===== config.mk =====
export PLATFORM = sky130hd
export DESIGN_NAME = proxy_control_regs
export DESIGN_NICKNAME = d
export VERILOG_FILES = /design/src/inc/proxy_regs_pkg.sv /design/src/rtl/code_checksum.sv /design/src/rtl/link_down_timer.sv /design/src/rtl/proxy_control_regs.sv
export SDC_FILE = /design/constraint.sdc
export NUM_CORES = 1
export LEC_CHECK = 0
export BUFFER_PORTS_ARGS = -buffer_cell sky130_fd_sc_hd__buf_4
export CORE_ASPECT_RATIO = 0.5
export CORE_MARGIN = 2
export CORE_UTILIZATION = 55
export CTS_CLUSTER_SIZE = 8
export DETAILED_ROUTE_END_ITERATION = 12
export PLACE_DENSITY = 0.78
export SLEW_MARGIN = 10
export SYNTH_ARGS = -nofsm -noshare
export SYNTH_HDL_FRONTEND = slang
export SYNTH_HIERARCHICAL = 1
export SYNTH_SLANG_ARGS = --single-unit

===== constraint.sdc =====
create_clock -name clk_in -period 2.06 [get_ports clk_in]
set_clock_uncertainty 0.1 [all_clocks]
set_input_delay 0.618 -clock clk_in [delete_from_list [all_inputs] [get_ports clk_in]]
set_output_delay 0.618 -clock clk_in [all_outputs]
set_load 0.01 [all_outputs]

===== src/inc/proxy_regs_pkg.sv =====
// constants, carriers and state types shared by the proxy control register bank
//
// Overview of operation
// - proxy logic stays in reset while the proxy enable bit is zero.
// - code-loaded is set by software, or by hardware after the first code packet.
// - hardware sets ready-for-code once either code load flag is set.
// - with auto-disable set, proxying stops after the link-down period elapses.
// - link-down period comes from bits 13:8, counted in whole seconds.
// - read-only 16-bit checksum over the code packet, reset to zero.
// - flexible filters 0-7 are routed to the proxy when their routing bit is set and the proxy enable bit is set.
// - a flexible filter 0-7 match sets its sticky status bit in bits 15:8.
// - writing one clears a match status bit; writing zero keeps it.
// - status bit 8 reports filter 0, up to bit 15 for filter 7.
// - bits 7:0 enable flexible filters 8-15; bits 15:8 are reserved.
// - three 32-bit IPv4 addresses are stored and matched for wake-up.
// - an IPv4 address is compared only while its valid bit 1-3 is set.
package proxy_regs_pkg;

  // ----------------------------------------------------------------
  // register numbers on the management page
  // ----------------------------------------------------------------
  localparam logic [7:0] ADDR_VALID_OFS = 8'h40;
  localparam logic [7:0] PROXY_CONTROL_OFS = 8'h46;
  localparam logic [7:0] PROXY_CHECKSUM_OFS = 8'h47;
  localparam logic [7:0] PROXY_CONTROL2_OFS = 8'h48;
  localparam logic [7:0] FLEX_ROUTING_OFS = 8'h4B;
  localparam logic [7:0] UPPER_FLEX_OFS = 8'h4C;
  localparam logic [7:0] IPV4_BASE_OFS = 8'h52;
  localparam logic [7:0] IPV4_LAST_OFS = 8'h57;

  // ----------------------------------------------------------------
  // field positions and masks
  // ----------------------------------------------------------------
  localparam int PROXY_EN_BIT = 0;
  localparam int CODE_LOADED_BIT = 1;
  localparam int CODE_VIA_MGMT_BIT = 2;
  localparam int NEXT_PKT_CODE_BIT = 3;
  localparam int AUTO_DISABLE_BIT = 4;
  localparam int ARP_EN_BIT = 5;
  localparam int ND_EN_BIT = 6;
  localparam int PERIOD_LSB = 8;
  localparam int READY_BIT = 15;
  localparam int MLD_EN_BIT = 14;
  localparam int ADDR_VALID_LSB = 1;
  localparam logic [15:0] CONTROL_WMASK = 16'hBF7F;
  localparam logic [15:0] CONTROL_RESET = 16'h0000;
  localparam logic [15:0] CHECKSUM_RESET = 16'h0000;

  // ----------------------------------------------------------------
  // timing: one second of link-down time in clock cycles
  // ----------------------------------------------------------------
  localparam longint SECOND_NS = 1000000000;
  localparam longint CLK_PERIOD_NS = 10;
  localparam int unsigned SECOND_CYCLES = int'(SECOND_NS / CLK_PERIOD_NS);

  // ----------------------------------------------------------------
  // carriers and state
  // ----------------------------------------------------------------
  typedef struct packed {
    logic wr;
    logic rd;
    logic [7:0] addr;
    logic [15:0] wdata;
  } reg_req_s;

  typedef struct packed {
    logic valid;
    logic sof;
    logic eof;
    logic [7:0] data;
  } code_stream_s;

  typedef struct packed {
    logic active;
    logic done;
    logic [15:0] sum;
  } cksum_state_s;

  typedef struct packed {
    logic [31:0] cyc;
    logic [5:0] sec;
    logic expired;
  } timer_state_s;

  typedef struct packed {
    logic [15:0] control;
    logic mld_en;
    logic [7:0] route;
    logic [7:0] match;
    logic [7:0] upper_en;
    logic [2:0] addr_valid;
    logic [2:0][31:0] ipv4;
    logic [15:0] rdata;
    logic [7:0] flex_to_proxy;
    logic ipv4_hit;
  } regs_state_s;

endpackage


===== src/rtl/code_checksum.sv =====
// checksum over the microcode packet streamed towards the transmit FIFO
`timescale 1ns/1ns
module code_checksum
  import proxy_regs_pkg::*;
(
  input wire logic clk_in,
  input wire logic resetn_in,
  input wire logic armed_in,
  input code_stream_s stream_in,
  output logic [15:0] checksum_out,
  output logic done_out
);

  cksum_state_s r_reg;
  cksum_state_s r_next;

  // only a frame that starts while armed is summed; later frames are ignored
  always_comb
  begin
    r_next = r_reg;
    r_next.done = 1'b0;
    if (stream_in.valid)
    begin
      if (stream_in.sof && armed_in)
      begin
        r_next.sum = {8'h00, stream_in.data};
        r_next.active = !stream_in.eof;
        r_next.done = stream_in.eof;
      end
      else if (r_reg.active)
      begin
        r_next.sum = r_reg.sum + {8'h00, stream_in.data};
        if (stream_in.eof)
        begin
          r_next.active = 1'b0;
          r_next.done = 1'b1;
        end
      end
    end
  end

  // checksum clears only on reset, then holds the last code packet
  always_ff @(posedge clk_in or negedge resetn_in)
  begin
    if (!resetn_in)
      r_reg <= '{active: 1'b0, done: 1'b0, sum: CHECKSUM_RESET};
    else
      r_reg <= r_next;
  end

  assign checksum_out = r_reg.sum;
  assign done_out = r_reg.done;
endmodule


===== src/rtl/link_down_timer.sv =====
// counts whole seconds of link-down time against the programmed period
`timescale 1ns/1ns
module link_down_timer
  import proxy_regs_pkg::*;
#(
  parameter int unsigned ONE_SECOND = SECOND_CYCLES
)
(
  input wire logic clk_in,
  input wire logic resetn_in,
  input wire logic run_in,
  input wire logic [5:0] period_in,
  output logic expired_out
);

  timer_state_s r_reg;
  timer_state_s r_next;

  // any link-up or disable restarts the count from zero
  always_comb
  begin
    r_next = r_reg;
    r_next.expired = 1'b0;
    if (!run_in)
    begin
      r_next.cyc = 32'h0000_0000;
      r_next.sec = 6'h00;
    end
    else if (r_reg.sec >= period_in)
      r_next.expired = 1'b1;
    else if (r_reg.cyc == 32'(ONE_SECOND - 1))
    begin
      r_next.cyc = 32'h0000_0000;
      r_next.sec = 6'(r_reg.sec + 6'h01);
    end
    else
      r_next.cyc = r_reg.cyc + 32'h0000_0001;
  end

  always_ff @(posedge clk_in or negedge resetn_in)
  begin
    if (!resetn_in)
      r_reg <= '0;
    else
      r_reg <= r_next;
  end

  assign expired_out = r_reg.expired;
endmodule


===== src/rtl/proxy_control_regs.sv =====
// proxy offload and extended flexible filter control register bank
`timescale 1ns/1ns
module proxy_control_regs
  import proxy_regs_pkg::*;
#(
  parameter int unsigned ONE_SECOND = SECOND_CYCLES
)
(
  input wire logic clk_in,
  input wire logic resetn_in,
  input reg_req_s req_in,
  output logic [15:0] reg_rdata_out,
  input wire logic link_up_in,
  input code_stream_s code_in,
  input wire logic [7:0] flex_match_in,
  input wire logic pkt_ipv4_valid_in,
  input wire logic [31:0] pkt_ipv4_in,
  output logic proxy_reset_n_out,
  output logic arp_proxy_en_out,
  output logic nd_proxy_en_out,
  output logic mld_proxy_en_out,
  output logic code_via_mgmt_out,
  output logic [7:0] flex_to_proxy_out,
  output logic [7:0] upper_flex_en_out,
  output logic ipv4_hit_out
);

  // ----------------------------------------------------------------
  // helpers
  // ----------------------------------------------------------------

  // sticky flags: a new event wins over a write-one clear in the same cycle
  function automatic logic [7:0] sticky(input logic [7:0] cur, input logic [7:0] clr,
                                        input logic [7:0] set);
    sticky = (cur & ~clr) | set;
  endfunction

  // write one 16-bit half of a 32-bit address entry
  function automatic logic [31:0] put_half(input logic [31:0] cur, input logic hi,
                                           input logic [15:0] data);
    put_half = hi ? {data, cur[15:0]} : {cur[31:16], data};
  endfunction

  regs_state_s r_reg;
  regs_state_s r_next;
  logic [15:0] checksum;
  logic code_done;
  logic expired;
  logic armed;
  logic [7:0] ip_ofs;
  logic [1:0] ip_idx;
  logic [2:0] ip_eq;

  // ----------------------------------------------------------------
  // code packet checksum and link-down timer
  // ----------------------------------------------------------------

  // only the first packet after next-packet-is-code counts as code
  assign armed = r_reg.control[NEXT_PKT_CODE_BIT] && !r_reg.control[CODE_LOADED_BIT];

  code_checksum u_checksum (
    .clk_in(clk_in),
    .resetn_in(resetn_in),
    .armed_in(armed),
    .stream_in(code_in),
    .checksum_out(checksum),
    .done_out(code_done)
  );

  link_down_timer #(.ONE_SECOND(ONE_SECOND)) u_timer (
    .clk_in(clk_in),
    .resetn_in(resetn_in),
    .run_in(r_reg.control[AUTO_DISABLE_BIT] && r_reg.control[PROXY_EN_BIT] && !link_up_in),
    .period_in(r_reg.control[PERIOD_LSB +: 6]),
    .expired_out(expired)
  );

  // ----------------------------------------------------------------
  // address table decode and compare
  // ----------------------------------------------------------------

  // each entry spans two registers, low half at the even number
  assign ip_ofs = req_in.addr - IPV4_BASE_OFS;
  assign ip_idx = ip_ofs[2:1];

  // a stored address takes part only while its valid bit is set
  always_comb
  begin
    for (int i = 0; i < 3; i++)
      ip_eq[i] = r_reg.addr_valid[i] && (r_reg.ipv4[i] == pkt_ipv4_in);
  end

  // ----------------------------------------------------------------
  // next state
  // ----------------------------------------------------------------
  always_comb
  begin
    r_next = r_reg;
    if (req_in.wr)
    begin
      case (req_in.addr)
        PROXY_CONTROL_OFS:
          r_next.control = req_in.wdata & CONTROL_WMASK;
        PROXY_CONTROL2_OFS:
          r_next.mld_en = req_in.wdata[MLD_EN_BIT];
        FLEX_ROUTING_OFS:
          r_next.route = req_in.wdata[7:0];
        UPPER_FLEX_OFS:
          r_next.upper_en = req_in.wdata[7:0];
        ADDR_VALID_OFS:
          r_next.addr_valid = req_in.wdata[ADDR_VALID_LSB +: 3];
        default:
        begin
          if (req_in.addr >= IPV4_BASE_OFS && req_in.addr <= IPV4_LAST_OFS)
            r_next.ipv4[ip_idx] = put_half(r_reg.ipv4[ip_idx], ip_ofs[0], req_in.wdata);
        end
      endcase
    end

    // match status: write-one clears, new matches set, set wins
    r_next.match = sticky(r_reg.match,
                          (req_in.wr && req_in.addr == FLEX_ROUTING_OFS) ?
                          req_in.wdata[15:8] : 8'h00,
                          flex_match_in);

    // hardware sets win over the software value written in the same cycle
    if (r_reg.control[CODE_VIA_MGMT_BIT] || r_reg.control[NEXT_PKT_CODE_BIT])
      r_next.control[READY_BIT] = 1'b1;
    if (code_done)
      r_next.control[CODE_LOADED_BIT] = 1'b1;
    if (expired)
      r_next.control[PROXY_EN_BIT] = 1'b0;

    // routed matches reach the proxy only while it runs
    r_next.flex_to_proxy = r_reg.control[PROXY_EN_BIT] ? (flex_match_in & r_reg.route) : 8'h00;
    r_next.ipv4_hit = pkt_ipv4_valid_in && (|ip_eq);

    // read data is captured on the strobe and holds until the next read
    if (req_in.rd)
    begin
      case (req_in.addr)
        PROXY_CONTROL_OFS:
          r_next.rdata = r_reg.control;
        PROXY_CHECKSUM_OFS:
          r_next.rdata = checksum;
        PROXY_CONTROL2_OFS:
          r_next.rdata = {1'b0, r_reg.mld_en, 14'h0000};
        FLEX_ROUTING_OFS:
          r_next.rdata = {r_reg.match, r_reg.route};
        UPPER_FLEX_OFS:
          r_next.rdata = {8'h00, r_reg.upper_en};
        ADDR_VALID_OFS:
          r_next.rdata = {12'h000, r_reg.addr_valid, 1'b0};
        default:
        begin
          if (req_in.addr >= IPV4_BASE_OFS && req_in.addr <= IPV4_LAST_OFS)
            r_next.rdata = ip_ofs[0] ? r_reg.ipv4[ip_idx][31:16] : r_reg.ipv4[ip_idx][15:0];
          else
            r_next.rdata = 16'h0000;
        end
      endcase
    end
  end

  // ----------------------------------------------------------------
  // state register
  // ----------------------------------------------------------------

  // address entries also clear here; zero is one legal undefined value
  always_ff @(posedge clk_in or negedge resetn_in)
  begin
    if (!resetn_in)
    begin
      r_reg <= '0;
      r_reg.control <= CONTROL_RESET;
    end
    else
      r_reg <= r_next;
  end

  // ----------------------------------------------------------------
  // outputs
  // ----------------------------------------------------------------
  assign reg_rdata_out = r_reg.rdata;
  assign proxy_reset_n_out = r_reg.control[PROXY_EN_BIT];
  assign arp_proxy_en_out = r_reg.control[ARP_EN_BIT];
  assign nd_proxy_en_out = r_reg.control[ND_EN_BIT];
  assign mld_proxy_en_out = r_reg.mld_en;
  assign code_via_mgmt_out = r_reg.control[CODE_VIA_MGMT_BIT];
  assign flex_to_proxy_out = r_reg.flex_to_proxy;
  assign upper_flex_en_out = r_reg.upper_en;
  assign ipv4_hit_out = r_reg.ipv4_hit;
endmodule


== After elaboration in Yosys (flattened, before gate mapping) ==
Index checks and enable logic that the tools add are counted.
Widths: inputs -> output; s select.
Word-level totals
  register bits: 220
  memory bits (writable): 0
  latch bits: 0
  memories: 0
  ROM bits: 0
  word-level logic and storage cells: 110
  output and inout port bits: 38
Operators by class
  add/sub/neg operators: 4
  shifts and indexed selects: 0
  equality and inequality tests: 12
  magnitude comparators: 5
  reduce and logical (&&, ||, !) cells: 35
  multiplexer cells: 28
  multipliers: 0
  divide/modulo/power cells: 0
  bitwise operators: 5
Operator list (count)
  $mux 32: 4
  $bwmux 96: 1
  $eq 32x32->1: 3
  $pmux 16 s6: 1
  $mux 38: 2
  $bmux 32 s2: 1
  $demux 32 s2: 1
  $eq 8x7->1 const B: 6
  $mux 16: 3
  $mux 18: 2
  $add 32x1->32 const B: 1
  $eq 32x27->1 const B: 1
  $mux 25: 1
  $mux 8: 3
  $reduce_and 2->1: 10
  $mux 17: 1
  $add 16x8->16: 1
  $and 8x8->8: 2
  $reduce_bool 2->1: 7
  $logic_and 1x1->1: 11
  $ge 8x7->1 const B: 1
  $le 8x7->1 const B: 1
  $not 8->8: 1
  $or 8x8->8: 1
  15 further kinds: 23

== Logic depth before layout (Yosys ltp) ==
  word-level depth: 6
  mapped depth: 11

== Hierarchy ==
The synthesis kept the hierarchy.
By module, submodules not included
  proxy_control_regs: instances 1, cells each 816, area an instance 9177.6 um^2, seq. area each 4078.9 um^2
  link_down_timer: instances 1, cells each 256, area an instance 2401.1 um^2, seq. area each 975.9 um^2
  code_checksum: instances 1, cells each 154, area an instance 1335.0 um^2, seq. area each 450.4 um^2

== Least setup slack after synthesis ==
OpenSTA, ideal clock, no wires.
  kind: input -> register
  from: in req_in[17] (netlist name)
  to: reg r_reg, in the netlist reg_rdata_out[10]
  slack: -803 ps
  path buffers: 4
  stages: 11
  arrival time: 2626 ps
  library setup time: 137 ps
  required time: 1823 ps
  cells stage by stage: buf_2 -> inv_1 -> clkbuf_1 -> ha_1 -> buf_2 -> buf_2 -> mux2_2 -> a22oi_1 -> mux2i_1 -> a221oi_1 -> a21oi_1
On the way
  longest elaborated chain between the ends: 6
  elaborated cells on any way between the ends: 15
RTL lines
  from (decl): RTL line proxy_control_regs.sv:11  | input reg_req_s req_in,
  $sub 3x2->3: RTL line proxy_control_regs.sv:83  | assign ip_ofs = req_in.addr - IPV4_BASE_OFS;
  $bmux 32 s2: RTL line proxy_control_regs.sv:157  | r_next.rdata = ip_ofs[0] ? r_reg.ipv4[ip_idx][31:16] : r_reg.ipv4[ip_idx][15:0];
  $mux 32 (implied by the code): RTL line proxy_control_regs.sv:157
  $mux 16: RTL line proxy_control_regs.sv:157
  $mux 16: RTL line proxy_control_regs.sv:156  | if (req_in.addr >= IPV4_BASE_OFS && req_in.addr <= IPV4_LAST_OFS)
  $pmux 16 s6 *: RTL line proxy_control_regs.sv:141  | case (req_in.addr)
  to (signal assigned): RTL line proxy_control_regs.sv:178  | r_reg <= r_next;
  to (decl): RTL line proxy_control_regs.sv:44  | regs_state_s r_reg;
Mark *: on every way between the ends. The rest lies on a longest branch, timed or not. The select of a mux whose other input is x is not followed.
A chain may end at the register's enable or synchronous reset.

== Worst setup path after layout ==
  from: reg r_reg[162] (netlist name)
  to: reg u_timer/r_reg[32] (netlist name)
On the way
  longest elaborated chain between the ends: 2
RTL lines
  $ge 6x6->1: RTL line link_down_timer.sv:29  | else if (r_reg.sec >= period_in)
  $ne 2x2->1 (no line)
  to (signal assigned): RTL line link_down_timer.sv:45  | r_reg <= r_next;
  to (decl): RTL line link_down_timer.sv:16  | timer_state_s r_reg;
No other way between the ends.

==> flow_summary.toml <==
[cts]
ctsLongestPathBuffers = 3
clock-sinks = 220
cts_root_buf = "clkbuf_16"
cts_tree = "yes"
htreeDepth = 1
clk_pin_slew_ps = 50
numCtsBuffers = 31
clock_latency_ps = 570

[job]
cap_violations = 0

[pwr]
finalPower_uw = 12100
clockPowerShare = 0.379
ir_drop_uv = 698
power_frac_seq = 0.400
power_density_nw_per_um2 = 732
power_frac_comb = 0.221
p_int_uw = 8660
leakage_uw = 0.00729
switching_power_uw = 3440
swShare = 0.284

[routing]
topRoutingLayerUsed = "met5"
wl_met1_um = 17300
wl_per_cell_um = 24.4
final_antenna_net_count = 0
drc_errors = 0
route.met3.wl_um = 3500
drtIter0Drc = 1130
first_pass_iters = 5
met2_length_um = 19800
num_vias = 11300
vias_per_cell = 6.45
wirelength_um = 42600

[worst_setup_path]
path_class = "flip-flop to flip-flop"
cp-start-kind = "flip-flop"
cp_data_required_time_ps = 2440
crit_fanout = 6
rrSetupSlack_ps = -300
worstPathArrival_ps = 2750
critPathCaptureType = "flip-flop"
slowest_delay_ps = 430
crit_chain = "inv_2 -> ha_4 -> a21oi_4 -> o22a_1 -> buf_4 -> o211ai_4 -> buf_4 -> or4_1 -> a21oi_1"
slowest_stage = "dfrtp_1"
crit_path_frequent_cell = "buf_4"

[logic_synthesis]
syn_nets = 1327
yosys_warnings = 6
seq_area_frac_synth = 0.426
synth_seq_cells = 220
syn_area_um2 = 12900
synth.distinct_cells = 78
synthArstFlopShare = 1.00
synth-edff-count = 0
synth_ff_type = "dfrtp_1"
syn_area_per_cell_um2 = 10.5
synth_cells = 1226

[global_routing]
grt_pass1_vias = 11400
antenna_found_initial = 1
grt.overflow.total = 0
grt_pass1_wl_um = 64200
grt_usage = 0.335
grt_max_degree = 51

[timing]
tightestPinTransition_ps = 539
fin_tns_setup_ps = -5880
period_share = 1.15
min_period_ps = 2360
setup_viol = 35
drv_slew = 0
rsz0062_at_grt = "yes"
clock.fmax_ghz = 0.423
finalHoldViolCount = 0
max_slew_margin = 0.639
fin_ws_ps = -303

[layout]
postLayoutCoreUtil = 0.721
seqCellArea_um2 = 5510
largest_register_ff_count = 125
synthToLayoutAreaGrowth_pct = 28.1
fillers = 1531
instances_no_fill = 1744
num_antenna_cells = 0
final_nets = 1538
finalInstanceArea_um2 = 16500
drive_above_1_share = 0.406
multi_input_area_um2 = 7300

[die]
die_h_um = 112
die-area_um2 = 24800
start_util = 0.563
die_w_um = 221
rows = 39
design.core.area_um2 = 22900
io_pins = 119

[placement]
dp.cells = 1694
placed_cell_area_um2 = 15100
place_congestion = 0.936
post-dp-hpwl_um = 29300
port_buffers = 118

[run_status]
status = "finished, violations left"
violations = "setup timing"

[hold_path]
hold_path.class = "primary input to flip-flop"
## placed cells by master (no fill, tap or decap), types with 19 or more instances in the layout
cell | Yosys | layout
mux2_2 | 139 | 126
nand2_1 | 54 | 52
xnor2_1 | 99 | 97
buf_4 | 52 | 255
nor2_1 | 84 | 71
clkbuf_16 | 0 | 33
mux2i_1 | 31 | 31
a21oi_1 | 80 | 59
a22oi_2 | 0 | 19
nand3_1 | 21 | 21
inv_1 | 28 | 22
dfrtp_1 | 220 | 219
nand4_1 | 37 | 37
a22oi_1 | 42 | 23
o21ai_0 | 42 | 33
a21oi_2 | 4 | 21
## per-layer routing
layer,vias to the layer above,GRT usage
met2,575,0.534
met4,2,0.123
met3,157,0.0634
met5,-,0
li1,4843,-
met1,5675,0.458
## critical path, delay by kind of cell, from the launching register on
kind            cells  cell delay (ps)
simple gates        1              410
buf+inv             3              480
compound gates      4              640
flops               1              430
fa+ha+maj           1              210
## final timing paths
check,end,cells after the start,start
worst max-delay path,u_timer/r_reg[32],9,r_reg[162]
worst min-delay path,r_reg[134],2,flex_match_in[2]
worst max register to register,u_timer/r_reg[32],9,r_reg[162]
worst min register to register,proxy_reset_n_out,1,u_timer/expired_out
max in group asynchronous,u_timer/r_reg[2],3,resetn_in
min in group asynchronous,r_reg[94],2,resetn_in
## layout make-up
cell class / instances / share of cell area
clock inverters: 2 / 0.00303
flip-flops and latches: 220 / 0.333
inverters: 29 / 0.00673
repair buffers: 284 / 0.146
well taps: 307 / 0.0232
clock buffers: 31 / 0.0469
multi-input cells: 871 / 0.441
## power by group through the flow
stage          sequential, µW  combinational (µW)  clock (µW)
6_report                 4840                2680        4590
5_1_grt                  4860                2880        4810
4_1_cts                  4820                2530        4610
3_5_place_dp             4890                2490           0
3_3_place_gp             4880                2390           0
2_1_floorplan            4800                1560           0
## synthesized netlist by cell type, types with 8 or more instances
cell type,instances,share of area
o21ai_0,42,0.016
nor2b_1,9,0.0044
or4_1,12,0.0070
and3_1,19,0.0092
inv_1,28,0.0081
o22ai_1,8,0.0039
xor2_1,13,0.0088
and2_1,13,0.0063
xnor2_1,99,0.067
nand3_1,21,0.0081
a21o_1,11,0.0064
nor2_1,84,0.024
nand2_1,54,0.016
buf_2,19,0.0074
buf_6,15,0.013
o31ai_1,12,0.0070
nand4_1,37,0.018
mux2i_1,31,0.024
clkbuf_1,19,0.0055
a21oi_1,80,0.031
mux2_2,139,0.12
buf_4,52,0.030
a22oi_1,42,0.024
ha_1,19,0.018
or3_1,10,0.0048
nor4_1,8,0.0039
dfrtp_1,220,0.43
a221oi_1,9,0.0061
## kinds of logic (layout without fill, tap and decap cells)
kind of cell	after synthesis	count (layout)	share of synthesized area
AO/OA/AOI/OAI	262	263	0.137
XOR/XNOR	112	112	0.0760
adder cells (fa/ha/maj)	20	20	0.0200
buffers and inverters	136	346	0.0661
flip-flops	220	220	0.426
multiplexers	176	176	0.150
AND/OR/NAND/NOR	300	300	0.125
## repair_timing
| item | 4_1_cts | 5_1_grt |
|---|---|---|
| gates cloned | 2 | 3 |
| setup buffers | 10 | 3 |
| endpoints found under the setup margin | 37 | 49 |
| hold buffers | 1 | 0 |
| gates resized for setup | 23 | 72 |
| hold endpoints to repair | 40 | 0 |
| pin swaps | 12 | 30 |
## metrics by stage
step	setup WS, ps	hold slack, ps
global placement	-502	286
global route	-324	151
detailed placement	-513	287
floorplan	-454	222
CTS	-145	141
finish	-303	151
Power figures use the tool's default switching activity.
